### src/design/rdio_pkg.sv
// Package with constants and types for the dedicated remote I/O block.
package rdio_pkg;

    // Number of discrete input and output signal lines on the interface.
    localparam int unsigned NUM_SIG = 16;
    // Width of a signal number that selects one line.
    localparam int unsigned SIG_W = 4;

    // Input number of the primary halt, fixed and not reconfigurable.
    localparam logic [3:0] HALT_IN_NUM = 4'h0;

    // Reset values of the reassignable input numbers.
    localparam logic [3:0] RST_AUTO_EN_IN = 4'h1;
    localparam logic [3:0] RST_START_IN = 4'h2;
    localparam logic [3:0] RST_HALT2_IN = 4'h3;

    // Reset values of the output numbers.
    localparam logic [3:0] RST_TEACH_OUT = 4'h0;
    localparam logic [3:0] RST_AUTOM_OUT = 4'h1;
    localparam logic [3:0] RST_REMOTE_OUT = 4'h2;
    localparam logic [3:0] RST_READY_OUT = 4'h3;
    localparam logic [3:0] RST_AUTOEN_OUT = 4'h4;
    localparam logic [3:0] RST_OPER_OUT = 4'h5;
    localparam logic [3:0] RST_WAIT_OUT = 4'h6;
    localparam logic [3:0] RST_WAIT2_OUT = 4'h7;

    // Power-up settle time in ns and the derived cycle count at 100 MHz.
    localparam int unsigned POWERUP_NS = 1000;
    localparam int unsigned CLK_NS = 10;
    localparam int unsigned POWERUP_CYC = (POWERUP_NS + CLK_NS - 1) / CLK_NS;
    localparam int unsigned PU_W = 8;

    // Operating modes of the controller.
    typedef enum logic [1:0] {
        RDIO_MODE_TEACH,
        RDIO_MODE_AUTO,
        RDIO_MODE_REMOTE
    } rdio_mode_t;

    // Run state of the program slots.
    typedef enum logic [1:0] {
        RDIO_IDLE,
        RDIO_RUN,
        RDIO_WAIT
    } rdio_run_t;

endpackage : rdio_pkg

### src/design/rdio_ctrl.sv
// Dedicated remote-control I/O handling of the robot controller.
`timescale 1ns/1ps
// Notes on behaviour
// Teach mode output high in teach mode.
// Auto mode output high in auto mode.
// Remote mode output high in remote mode.
// Ready output high after power-up completes.
// Auto-enable level mirrored on enabled output.
// Start edge runs all slots; operating shown.
// Level halt on fixed input zero stops all.
// Wait output high while halted slot paused.
// Safety stops belong on emergency stop.
// Second halt like first, number reassignable.
// Functions bound to input/output signal numbers.
// Level inputs act held; edge inputs on rise.
module rdio_ctrl (
    // Clock and reset.
    input wire logic sys_clk,
    input wire logic nrst,
    // Operating mode from the mode selector.
    input wire logic [1:0] mode_sel,
    // Program end report from the program engine.
    input wire logic prog_done,
    // Discrete input lines from the external controller.
    input wire logic [rdio_pkg::NUM_SIG-1:0] in_lines,
    // Reassignable input numbers.
    input wire logic [rdio_pkg::SIG_W-1:0] auto_en_num,
    input wire logic [rdio_pkg::SIG_W-1:0] start_num,
    input wire logic [rdio_pkg::SIG_W-1:0] halt2_num,
    // Output numbers, eight fields of four bits, status bit i at field i.
    input wire logic [8*rdio_pkg::SIG_W-1:0] out_nums,
    // Discrete output lines to the external controller.
    output logic [rdio_pkg::NUM_SIG-1:0] out_lines,
    // Individual status outputs.
    output logic teach_mode_out,
    output logic auto_mode_out,
    output logic remote_mode_out,
    output logic controller_ready_out,
    output logic auto_enabled_out,
    output logic operating_out,
    output logic wait_out
);

    // Selected input levels and edges.
    logic auto_operation_enable;
    logic start_lvl;
    logic start_rise;
    logic halt_lvl;
    logic reassignable_halt_in;
    // Power-up counter and run state.
    logic [rdio_pkg::PU_W-1:0] pu_cnt;
    logic [rdio_pkg::PU_W-1:0] next_pu_cnt;
    rdio_pkg::rdio_run_t run;
    rdio_pkg::rdio_run_t next_run;
    // Registered status bits.
    logic [7:0] status;
    logic [7:0] next_status;
    // Combined halt request.
    logic halt_any;

    // True when the mode selector holds the given mode; code 3 selects none.
    function automatic logic mode_is(input logic [1:0] sel, input rdio_pkg::rdio_mode_t m);
        return (sel == m);
    endfunction : mode_is

    // Output number of one status bit, cut from its field of the packed numbers.
    function automatic logic [rdio_pkg::SIG_W-1:0] out_num_of(
        input logic [8*rdio_pkg::SIG_W-1:0] nums,
        input int unsigned idx
    );
        return nums[idx*rdio_pkg::SIG_W +: rdio_pkg::SIG_W];
    endfunction : out_num_of

    // Automatic enable input, level type, at its assigned number.
    rdio_in_sel u_auto_en (
        .sys_clk(sys_clk),
        .nrst(nrst),
        .lines(in_lines),
        .num(auto_en_num),
        .level(auto_operation_enable),
        .rise()
    );

    // Start input, edge type, at its assigned number.
    rdio_in_sel u_start (
        .sys_clk(sys_clk),
        .nrst(nrst),
        .lines(in_lines),
        .num(start_num),
        .level(start_lvl),
        .rise(start_rise)
    );

    // Primary halt at its fixed number zero.
    rdio_in_sel u_halt (
        .sys_clk(sys_clk),
        .nrst(nrst),
        .lines(in_lines),
        .num(rdio_pkg::HALT_IN_NUM),
        .level(halt_lvl),
        .rise()
    );

    // Second halt at a reassignable number.
    rdio_in_sel u_halt2 (
        .sys_clk(sys_clk),
        .nrst(nrst),
        .lines(in_lines),
        .num(halt2_num),
        .level(reassignable_halt_in),
        .rise()
    );

    // Either halt acts while held, as both are level type.
    assign halt_any = halt_lvl || reassignable_halt_in;

    // Power-up counter and slot run state next values.
    always_comb begin
        next_pu_cnt = pu_cnt;
        if (pu_cnt != rdio_pkg::PU_W'(rdio_pkg::POWERUP_CYC)) begin
            next_pu_cnt = pu_cnt + 1'b1;
        end
        next_run = run;
        unique case (run)
            rdio_pkg::RDIO_IDLE: begin
                // Start acts only on its rising edge, and only if permitted.
                if (start_rise && !halt_any && auto_operation_enable && status[3]) begin
                    next_run = rdio_pkg::RDIO_RUN;
                end
            end
            rdio_pkg::RDIO_RUN: begin
                // A held halt pauses the slots; completion idles them.
                if (halt_any) begin
                    next_run = rdio_pkg::RDIO_WAIT;
                end else if (prog_done) begin
                    next_run = rdio_pkg::RDIO_IDLE;
                end
            end
            rdio_pkg::RDIO_WAIT: begin
                // A fresh start edge resumes once no halt is held.
                if (start_rise && !halt_any) begin
                    next_run = rdio_pkg::RDIO_RUN;
                end
            end
            default: begin
                next_run = rdio_pkg::RDIO_IDLE;
            end
        endcase
    end

    // Status bits: teach, auto, remote, ready, enabled, operating, wait, wait2.
    always_comb begin
        next_status[0] = mode_is(mode_sel, rdio_pkg::RDIO_MODE_TEACH);
        next_status[1] = mode_is(mode_sel, rdio_pkg::RDIO_MODE_AUTO);
        next_status[2] = mode_is(mode_sel, rdio_pkg::RDIO_MODE_REMOTE);
        next_status[3] = (pu_cnt == rdio_pkg::PU_W'(rdio_pkg::POWERUP_CYC));
        next_status[4] = auto_operation_enable;
        next_status[5] = (run == rdio_pkg::RDIO_RUN);
        next_status[6] = (run == rdio_pkg::RDIO_WAIT);
        next_status[7] = (run == rdio_pkg::RDIO_WAIT);
    end

    // Register counter, state and status.
    always_ff @(posedge sys_clk or negedge nrst) begin
        if (!nrst) begin
            pu_cnt <= '0;
            run <= rdio_pkg::RDIO_IDLE;
            status <= 8'h00;
        end else begin
            pu_cnt <= next_pu_cnt;
            run <= next_run;
            status <= next_status;
        end
    end

    // Drive the individual status outputs from registers.
    assign teach_mode_out = status[0];
    assign auto_mode_out = status[1];
    assign remote_mode_out = status[2];
    assign controller_ready_out = status[3];
    assign auto_enabled_out = status[4];
    assign operating_out = status[5];
    assign wait_out = status[6];

    // Map status bits onto numbered output lines.
    rdio_out_map u_map (
        .sys_clk(sys_clk),
        .nrst(nrst),
        .status(status),
        .nums(out_nums),
        .lines(out_lines)
    );

    // Teach mode reported one cycle after selection.
    teach_out_a: assert property (@(posedge sys_clk) disable iff (!nrst)
        (mode_sel == rdio_pkg::RDIO_MODE_TEACH) |=> teach_mode_out)
        else $error("teach output missing");

    // Auto mode reported one cycle after selection.
    auto_out_a: assert property (@(posedge sys_clk) disable iff (!nrst)
        (mode_sel == rdio_pkg::RDIO_MODE_AUTO) |=> (auto_mode_out && !teach_mode_out))
        else $error("auto output wrong");

    // Remote mode reported one cycle after selection.
    remote_out_a: assert property (@(posedge sys_clk) disable iff (!nrst)
        (mode_sel == rdio_pkg::RDIO_MODE_REMOTE) |=> remote_mode_out)
        else $error("remote output missing");

    // Ready only rises after the power-up count has run.
    ready_time_a: assert property (@(posedge sys_clk) disable iff (!nrst)
        $rose(controller_ready_out) |-> ($past(pu_cnt) == rdio_pkg::PU_W'(rdio_pkg::POWERUP_CYC)))
        else $error("ready too early");

    // Enabled output follows the enable level one cycle later.
    auto_en_a: assert property (@(posedge sys_clk) disable iff (!nrst)
        auto_enabled_out == $past(auto_operation_enable))
        else $error("enable echo wrong");

    // A start edge from idle, permitted and unhalted, shows operating in two cycles.
    start_run_a: assert property (@(posedge sys_clk) disable iff (!nrst)
        (run == rdio_pkg::RDIO_IDLE && start_rise && !halt_any && auto_operation_enable
         && controller_ready_out) |-> ##2 operating_out)
        else $error("start did not run");

    // A held primary halt during run shows wait two cycles later.
    halt_wait_a: assert property (@(posedge sys_clk) disable iff (!nrst)
        (run == rdio_pkg::RDIO_RUN && halt_lvl) |-> ##2 (wait_out && !operating_out))
        else $error("halt did not pause");

    // Wait never shows together with operating.
    wait_excl_a: assert property (@(posedge sys_clk) disable iff (!nrst)
        !(wait_out && operating_out))
        else $error("wait with operating");

    // The second halt pauses a run like the first.
    halt2_wait_a: assert property (@(posedge sys_clk) disable iff (!nrst)
        (run == rdio_pkg::RDIO_RUN && reassignable_halt_in) |=> (run == rdio_pkg::RDIO_WAIT))
        else $error("second halt ignored");

    // Operating status lands on its numbered output line.
    oper_line_a: assert property (@(posedge sys_clk) disable iff (!nrst)
        operating_out |=> out_lines[$past(out_nums[5*rdio_pkg::SIG_W +: rdio_pkg::SIG_W])])
        else $error("operating line missing");

    // A held start level without a new edge does not restart from wait.
    start_edge_a: assert property (@(posedge sys_clk) disable iff (!nrst)
        (run == rdio_pkg::RDIO_WAIT && !start_rise) |=> (run != rdio_pkg::RDIO_RUN))
        else $error("start acted without edge");

    // A start while not ready leaves the slots idle.
    start_refused_a: assert property (@(posedge sys_clk) disable iff (!nrst)
        (run == rdio_pkg::RDIO_IDLE && !controller_ready_out) |=> (run == rdio_pkg::RDIO_IDLE))
        else $error("start taken before ready");

    // Ready never drops again once power-up is over.
    ready_hold_a: assert property (@(posedge sys_clk) disable iff (!nrst)
        controller_ready_out |=> controller_ready_out)
        else $error("ready dropped");

    // Without the enable level no start leaves idle.
    enable_gate_a: assert property (@(posedge sys_clk) disable iff (!nrst)
        (run == rdio_pkg::RDIO_IDLE && !auto_operation_enable) |=> (run == rdio_pkg::RDIO_IDLE))
        else $error("start without enable");

    // A completion report shows operating low two cycles later.
    done_idle_a: assert property (@(posedge sys_clk) disable iff (!nrst)
        (run == rdio_pkg::RDIO_RUN && prog_done && !halt_any) |-> ##2 !operating_out)
        else $error("run did not end");

    // A held halt keeps idle slots from starting.
    halt_idle_a: assert property (@(posedge sys_clk) disable iff (!nrst)
        (run == rdio_pkg::RDIO_IDLE && halt_any) |=> (run == rdio_pkg::RDIO_IDLE))
        else $error("start while halted");

    // Paused slots stay paused while any halt is held.
    halt_hold_a: assert property (@(posedge sys_clk) disable iff (!nrst)
        (run == rdio_pkg::RDIO_WAIT && halt_any) |=> (run == rdio_pkg::RDIO_WAIT))
        else $error("resumed while halted");

    // The second halt also shows wait and drops operating.
    halt2_out_a: assert property (@(posedge sys_clk) disable iff (!nrst)
        (run == rdio_pkg::RDIO_RUN && reassignable_halt_in) |-> ##2 (wait_out && !operating_out))
        else $error("second halt no wait");

    // The copy of wait lands on its own numbered line.
    wait2_line_a: assert property (@(posedge sys_clk) disable iff (!nrst)
        wait_out |=> out_lines[$past(out_num_of(out_nums, 7))])
        else $error("second wait line missing");

    // Teach status lands on its numbered output line.
    teach_line_a: assert property (@(posedge sys_clk) disable iff (!nrst)
        teach_mode_out |=> out_lines[$past(out_num_of(out_nums, 0))])
        else $error("teach line missing");

    // A start level held over two cycles does not resume a pause.
    start_held_a: assert property (@(posedge sys_clk) disable iff (!nrst)
        (run == rdio_pkg::RDIO_WAIT && start_lvl && $past(start_lvl)) |=> (run == rdio_pkg::RDIO_WAIT))
        else $error("held start resumed");

    // A selector code outside the three modes shows no mode output.
    mode_none_a: assert property (@(posedge sys_clk) disable iff (!nrst)
        (!mode_is(mode_sel, rdio_pkg::RDIO_MODE_TEACH)
         && !mode_is(mode_sel, rdio_pkg::RDIO_MODE_AUTO)
         && !mode_is(mode_sel, rdio_pkg::RDIO_MODE_REMOTE))
        |=> !(teach_mode_out || auto_mode_out || remote_mode_out))
        else $error("mode output without mode");

endmodule : rdio_ctrl

### src/design/rdio_in_sel.sv
// Input selector that picks one line by number and reports level and rising edge.
`timescale 1ns/1ps
module rdio_in_sel (
    // Clock and reset.
    input wire logic sys_clk,
    input wire logic nrst,
    // Input lines and selected number.
    input wire logic [rdio_pkg::NUM_SIG-1:0] lines,
    input wire logic [rdio_pkg::SIG_W-1:0] num,
    // Selected level and rising edge.
    output logic level,
    output logic rise
);

    // Previous selected level for edge detection.
    logic prev;
    logic next_prev;

    // Pick the numbered line.
    always_comb begin
        level = lines[num];
        next_prev = level;
        rise = level && !prev;
    end

    // Store the previous level.
    always_ff @(posedge sys_clk or negedge nrst) begin
        if (!nrst) begin
            prev <= 1'b0;
        end else begin
            prev <= next_prev;
        end
    end

endmodule : rdio_in_sel

### src/design/rdio_out_map.sv
// Output mapper that places eight status bits onto numbered output lines.
`timescale 1ns/1ps
module rdio_out_map (
    // Clock and reset.
    input wire logic sys_clk,
    input wire logic nrst,
    // Status bits and their output numbers.
    input wire logic [7:0] status,
    input wire logic [8*rdio_pkg::SIG_W-1:0] nums,
    // Registered output lines.
    output logic [rdio_pkg::NUM_SIG-1:0] lines
);

    // Next value of the output lines.
    logic [rdio_pkg::NUM_SIG-1:0] next_lines;

    // OR each status bit onto its numbered line, so shared numbers merge.
    always_comb begin
        next_lines = '0;
        for (int i = 0; i < 8; i++) begin
            if (status[i]) begin
                next_lines[nums[i*rdio_pkg::SIG_W +: rdio_pkg::SIG_W]] = 1'b1;
            end
        end
    end

    // Register the lines.
    always_ff @(posedge sys_clk or negedge nrst) begin
        if (!nrst) begin
            lines <= '0;
        end else begin
            lines <= next_lines;
        end
    end

endmodule : rdio_out_map

### config.mk
export PLATFORM = sky130hd
export DESIGN_NAME = rdio_ctrl
export DESIGN_NICKNAME = d
export VERILOG_FILES = /design/src/design/rdio_pkg.sv /design/src/design/rdio_ctrl.sv /design/src/design/rdio_in_sel.sv /design/src/design/rdio_out_map.sv
export SDC_FILE = /design/constraint.sdc
export NUM_CORES = 1
export LEC_CHECK = 0
export BUFFER_PORTS_ARGS = -buffer_cell sky130_fd_sc_hd__buf_2
export CELL_PAD_IN_SITES_DETAIL_PLACEMENT = 1
export CELL_PAD_IN_SITES_GLOBAL_PLACEMENT = 2
export CORE_ASPECT_RATIO = 2
export CORE_UTILIZATION = 30
export DETAILED_ROUTE_END_ITERATION = 8
export PLACE_DENSITY = 0.78
export SETUP_SLACK_MARGIN = 0.02
export SLEW_MARGIN = 5
export SYNTH_ARGS = -nofsm -noshare
export SYNTH_HDL_FRONTEND = slang
export SYNTH_SLANG_ARGS = --single-unit
### constraint.sdc
create_clock -name sys_clk -period 2 [get_ports sys_clk]
set_clock_uncertainty 0.05 [all_clocks]
set_input_delay 0.2 -clock sys_clk [delete_from_list [all_inputs] [get_ports sys_clk]]
set_output_delay 0.2 -clock sys_clk [all_outputs]
set_load 0.005 [all_outputs]
==> flow_metrics.py, run 1 <==
metrics = {
    "status": {
        "outcome": "finished clean",
    },
    "sta": {
        "setup_viol": 0,
        "fin_tns_setup_ps": 0,
        "rsz0062_at_grt": "false",
        "fin_crit_ps": 1690,
        "postLayoutSetupSlackWorst_ps": 310,
        "max_freq_mhz": 592,
        "relSlewSlack": 0.490,
        "finalHoldViolCount": 0,
        "maxSlewViolCount": 0,
        "worst_slew_pin_slew_ps": 765,
        "min_period_over_period": 0.845,
        "whs_ps": 36.6,
    },
    "logic_synthesis": {
        "synthMuxAreaShare": 0.121,
        "synth_area_per_cell_um2": 8.92,
        "synth_nets": 366,
        "synthXorXnorAreaFrac": 0.0230,
        "yosys.cell_types.count": 49,
        "synthTopCellsByCount": "dfrtp_1 (34), nand2_1 (26), nand3_1 (24), nor2_1 (24), nand2b_1 (18)",
        "syn_area_mm2": 0.00267,
        "async_flop_share": 1.00,
        "yosys_warnings": 0,
        "synth-compound-area-share": 0.201,
        "ys_ff_latch": 34,
        "synth_top_family_by_area": "simple AND/OR/NAND/NOR gates",
        "ys_seq_area_frac": 0.319,
        "synthAdderAreaFrac": 0.00938,
        "synth_edf_count": 0,
        "synth_cells": 299,
        "yosysMostFrequentCell": "dfrtp_1",
        "synth_top_area_share": 0.319,
        "synth.area.top_cells": "dfrtp_1 (32%), mux4_2 (5.1%), nand3_1 (4.5%)",
        "synth_simple_gate_area_share": 0.305,
        "synth_ff_type": "dfrtp_1",
        "yosysTopAreaCell": "dfrtp_1",
    },
    "floorplan": {
        "die_x_um": 68.7,
        "dieArea_mm2": 0.00930,
        "die_h_um": 135,
        "placementRows": 48,
        "fp.coreArea_mm2": 0.00865,
        "start_util": 0.308,
        "ios": 88,
    },
    "place": {
        "dp_cells": 488,
        "place.gp.congestion": 0.983,
        "dpl_cell_area_mm2": 0.00326,
        "hpwl_mm": 9.09,
        "io_buffer_count": 87,
        "dp_worst_setup_slack_ps": 117,
    },
    "routing": {
        "drtIter0Drc": 170,
        "drtPass1Iterations": 4,
        "wl_per_cell_um": 21.5,
        "routed_wl_mm": 10.7,
        "drc": 0,
        "ant_nets": 0,
        "vias_per_cell": 5.90,
        "num_vias": 2931,
    },
    "grt": {
        "antenna_found_initial": 0,
        "grt_usage": 0.250,
        "grt_pass1_wl_mm": 16.4,
        "grt_pass1_vias": 3156,
        "grt_overflow": 0,
        "grt_max_degree": 35,
    },
    "pwr": {
        "leakage_uw": 0.00154,
        "p_per_area_mw_per_mm2": 556,
        "ir_worst_vdd_mv": 0.265,
    },
    "setup_path": {
        "crit_arrival_ps": 1770,
        "crit_required_ps": 2080,
        "end_kind": "register",
        "start_kind": "register",
        "path_max_fanout": 4,
        "critPathKind": "register to register",
    },
    "clocking": {
        "clk_latency_ps": 280,
        "clock-sinks": 34,
        "ctsResizeCount": 0,
        "cts_buffer_depth": 2,
        "htreeDepth": 2,
        "cts-root-buf": "clkbuf_16",
        "clk_pin_slew_ps": 50,
        "cts_tree": "built",
        "cts_buffers": 5,
    },
    "flow_run": {
        "drv_cap": 0,
    },
    "final_layout": {
        "antenna_cells": 0,
        "drive_gt1_frac": 0.280,
        "area_growth_pct": 28.2,
        "nNetsFinal": 463,
        "stdcell_area_mm2": 0.00342,
        "fillCellCount": 1086,
        "final_cells": 497,
    },
    "hold_path": {
        "hold_path.class": "input pin to register",
    },
}
-- through the flow --
step / utilization / power, uW
after floorplan: - / 915
after global placement: 0.377 / 1120
after detailed placement: 0.377 / 1130
after CTS: 0.396 / 1920
after global routing: 0.396 / 1990
final: 0.396 / 1900
-- final timing paths --
path	slack, ps	startpoint	end	cells after the start
setup / recovery	310	status[2]$_DFF_PN0_	u_map.lines[10]$_DFF_PN0_	3
hold / removal	40	mode_sel[1]	status[0]$_DFF_PN0_	2
setup reg to reg	310	status[2]$_DFF_PN0_	u_map.lines[10]$_DFF_PN0_	3
hold reg to reg	460	pu_cnt[7]$_DFFE_PN0N_	pu_cnt[7]$_DFFE_PN0N_	1
max in group asynchronous	930	nrst	status[5]$_DFF_PN0_	2
min in group asynchronous	480	nrst	pu_cnt[7]$_DFFE_PN0N_	2
-- layout by cell type, fill, tap and decap left out, types with 5 or more instances in the layout --
cell	n
mux2i_1	7
mux4_2	6
buf_4	7
nor2b_1	15
buf_2	87
nand3_1	24
a222oi_1	6
inv_1	10
clkbuf_16	5
nor3b_1	5
o22ai_1	14
and3_1	5
nor3_1	16
nand2b_1	18
o21ai_0	7
nand2_1	26
nor2_1	24
dfrtp_1	34
a22oi_1	10
-- cell families (layout without fill, tap and decap cells) --
group                    count (synthesis)  count (layout)
AND/OR/NAND/NOR                        153             153
AO/OA/AOI/OAI                           70              70
flip-flops                              34              34
multiplexers                            18              18
buffers and inverters                   15             113
XOR/XNOR                                 7               7
adder cells (fa/ha/maj)                  2               2
-- flip-flops by register name, indices dropped and copies added (netlist names) --
name / flops
status: 7
u_map.lines: 16
u_start.prev: 1
run: 2
pu_cnt: 8
-- critical path, cell delays in order, from the launching register on --
cell	delay (ps)
dfrtp_1	410
and3_1	270
a222oi_1	710
nand2_1	100
-- layout make-up --
class | count | area (um^2) | area share
Multi-Input combinational cell | 250 | 1760 | 0.514
Sequential cell | 34 | 851 | 0.249
Timing Repair Buffer | 95 | 498 | 0.146
Clock buffer | 6 | 139 | 0.0406
Tap cell | 100 | 125 | 0.0366
Inverter | 10 | 37.5 | 0.0110
Clock inverter | 2 | 12.5 | 0.00366
-- per-layer routing --
layer | up-vias | routed length (um) | GRT usage
met5 | - | 0 | 0
met4 | 0 | 736 | 0.177
met3 | 30 | 353 | 0.0337
met2 | 100 | 6240 | 0.480
met1 | 1433 | 3370 | 0.217
li1 | 1368 | - | -
-- power breakdown --
part	internal, uW	switching, uW	leakage [uW]
Sequential	713	13.7	0.000447
Clock	492	293	0.0000729
Combinational	165	224	0.00102
-- what timing repair did --
action | CTS | global route
hold endpoints to repair | 34 | 0
setup endpoints to repair | 0 | 0
buffers inserted | 0 | 0
hold buffers | 1 | 0
Power figures use the tool's default switching activity.
==> inputs of run 2 (changes only) <==
- clock period: 2 -> 1.76 ns (I/O delays scaled with it)
==> run 2 against run 1 <==
Final cell count rose by 2.0%. Power rose by 15%. Die area did not move. Hold slack got worse by 32 ps. Combinational power rose by 18%. Global-route usage rose by 0.46 points. Sequential share of layout area fell by 0.53 points. Critical path depth rose by 2. Design area rose by 2.2%. Sequential power rose by 14%. Utilization rose by 0.87 points. Critical path type unchanged. Largest cell class unchanged.
==> flow_metrics.py, run 2 (same netlist as run 1, synthesis figures left out) <==
metrics = {
    "sta": {
        "max_freq_mhz": 627,
        "setup_viol": 0,
        "maxSlewViolCount": 0,
        "min_period_over_period": 0.906,
        "rsz0062_at_grt": "false",
        "fin_crit_ps": 1590,
        "finalHoldViolCount": 0,
        "worst_slew_pin_slew_ps": 760,
        "relSlewSlack": 0.493,
        "whs_ps": 4.53,
    },
    "flow_run": {
        "drv_cap": 0,
    },
    "final_layout": {
        "layout_common_cells": "buf_2 (87), dfrtp_1 (34), nand2_1 (26)",
        "top_regs": "u_map.lines (16), pu_cnt (8), status (7)",
        "fillCellCount": 1080,
        "layout_commonest_cell": "buf_2",
        "largest_reg_flops": 16,
        "drive_gt1_frac": 0.297,
        "area_growth_pct": 31.1,
        "largest_register": "u_map.lines",
        "antenna_cells": 0,
        "nNetsFinal": 473,
        "fin_util": 0.404,
    },
    "grt": {
        "grt_pass1_wl_mm": 16.8,
        "grt_usage": 0.255,
        "grt_use_met1": 0.229,
        "use_met2": 0.502,
        "grt.busiest_layer": "met2",
        "grt_overflow": 0,
        "grt_max_degree": 35,
        "grt_use_met3": 0.0311,
        "grt_pass1_vias": 3178,
        "antenna_found_initial": 0,
    },
    "setup_path": {
        "crit_arrival_ps": 1720,
        "critPathKind": "register to register",
        "path_max_fanout": 5,
        "end_kind": "register",
        "ff2ff_setup_slack_ps": 170,
        "start_kind": "register",
        "crit_required_ps": 1880,
        "reg2reg_from": "pu_cnt[1]$_DFFE_PN0N_",
        "worstReg2RegEnd": "pu_cnt[1]$_DFFE_PN0N_",
        "reg2reg_depth": 5,
    },
    "clocking": {
        "htreeDepth": 2,
        "cts_buffer_depth": 2,
        "clk_pin_slew_ps": 60,
        "cts_buffers": 5,
        "cts-root-buf": "clkbuf_16",
        "cts_tree": "built",
        "clock-sinks": 34,
        "clk_latency_ps": 280,
    },
    "routing": {
        "ant_nets": 0,
        "vias_per_cell": 5.94,
        "drtPass1Iterations": 5,
        "drc": 0,
        "wl_per_cell_um": 21.8,
        "num_vias": 3014,
        "routed_wl_mm": 11.1,
        "drtIter0Drc": 112,
    },
    "hold_path": {
        "hold_end": "status[0]$_DFF_PN0_",
        "hold_start": "mode_sel[1]",
        "hold_path.class": "input pin to register",
        "whs_path_depth": 2,
    },
    "floorplan": {
        "placementRows": 48,
        "die_x_um": 68.7,
        "start_util": 0.308,
        "die_h_um": 135,
        "dieArea_mm2": 0.00930,
        "fp.coreArea_mm2": 0.00865,
        "ios": 88,
    },
    "pwr": {
        "ir_worst_vdd_mv": 0.300,
        "totalPowerFinal_uw": 2180,
        "p_per_area_mw_per_mm2": 624,
        "leakage_uw": 0.00159,
    },
    "place": {
        "place.gp.congestion": 0.970,
        "io_buffer_count": 87,
        "hpwl_mm": 9.32,
    },
    "status": {
        "outcome": "finished clean",
    },
}
==> run 2: cell type report <==
| cell class | count | area [um^2] | area share |
|---|---|---|---|
| Multi-Input combinational cell | 250 | 1760 | 0.503 |
| Sequential cell | 34 | 851 | 0.243 |
| Timing Repair Buffer | 105 | 573 | 0.164 |
| Clock buffer | 6 | 139 | 0.0397 |
| Tap cell | 100 | 125 | 0.0358 |
| Inverter | 10 | 37.5 | 0.0107 |
| Clock inverter | 2 | 12.5 | 0.00358 |
==> run 2: critical path: stages, from the launching register on <==
cell and delay [ps]:
dfrtp_1 410, inv_1 80, ha_1 160, nand3_1 80
nor4_1 320, mux2_2 380
==> run 2: how the worst max path moves through the flow <==
stage | start | to
floorplan | pu_cnt[0]$_DFFE_PN0N_ | pu_cnt[1]$_DFFE_PN0N_
global placement | start_num[2] | run[0]$_DFFE_PN0P_
detailed placement | start_num[2] | run[0]$_DFFE_PN0P_
CTS | pu_cnt[1]$_DFFE_PN0N_ | pu_cnt[1]$_DFFE_PN0N_
global route | pu_cnt[1]$_DFFE_PN0N_ | pu_cnt[1]$_DFFE_PN0N_
finish | pu_cnt[1]$_DFFE_PN0N_ | pu_cnt[1]$_DFFE_PN0N_
==> run 2: metal layers <==
layer / wire length [um] / part of all wire
met5: 0 / 0
met1: 3450 / 0.31
met2: 6580 / 0.60
met3: 385 / 0.035
met4: 631 / 0.057
==> run 2: what timing repair did <==
| item | in CTS | in global routing |
|---|---|---|
| hold buffers | 1 | 0 |
| setup buffers | 0 | 0 |
| hold endpoints to repair | 34 | 0 |
| setup endpoints to repair | 0 | 0 |
| gates resized for setup | 0 | 0 |
==> run 2: per-stage QoR <==
stage	setup slack, ps	cells	setup TNS [ps]	cell area (um^2)
after floorplan	100	299	0	2670
after global placement	-41.2	498	-41.2	3330
after detailed placement	-131	498	-153	3330
after CTS	163	507	0	3500
after global routing	61.5	507	0	3500
final	166	507	0	3500
==> run 2: power by group <==
group	internal (uW)	switching, uW
Clock	560	338
Combinational	196	263
Sequential	810	15.9
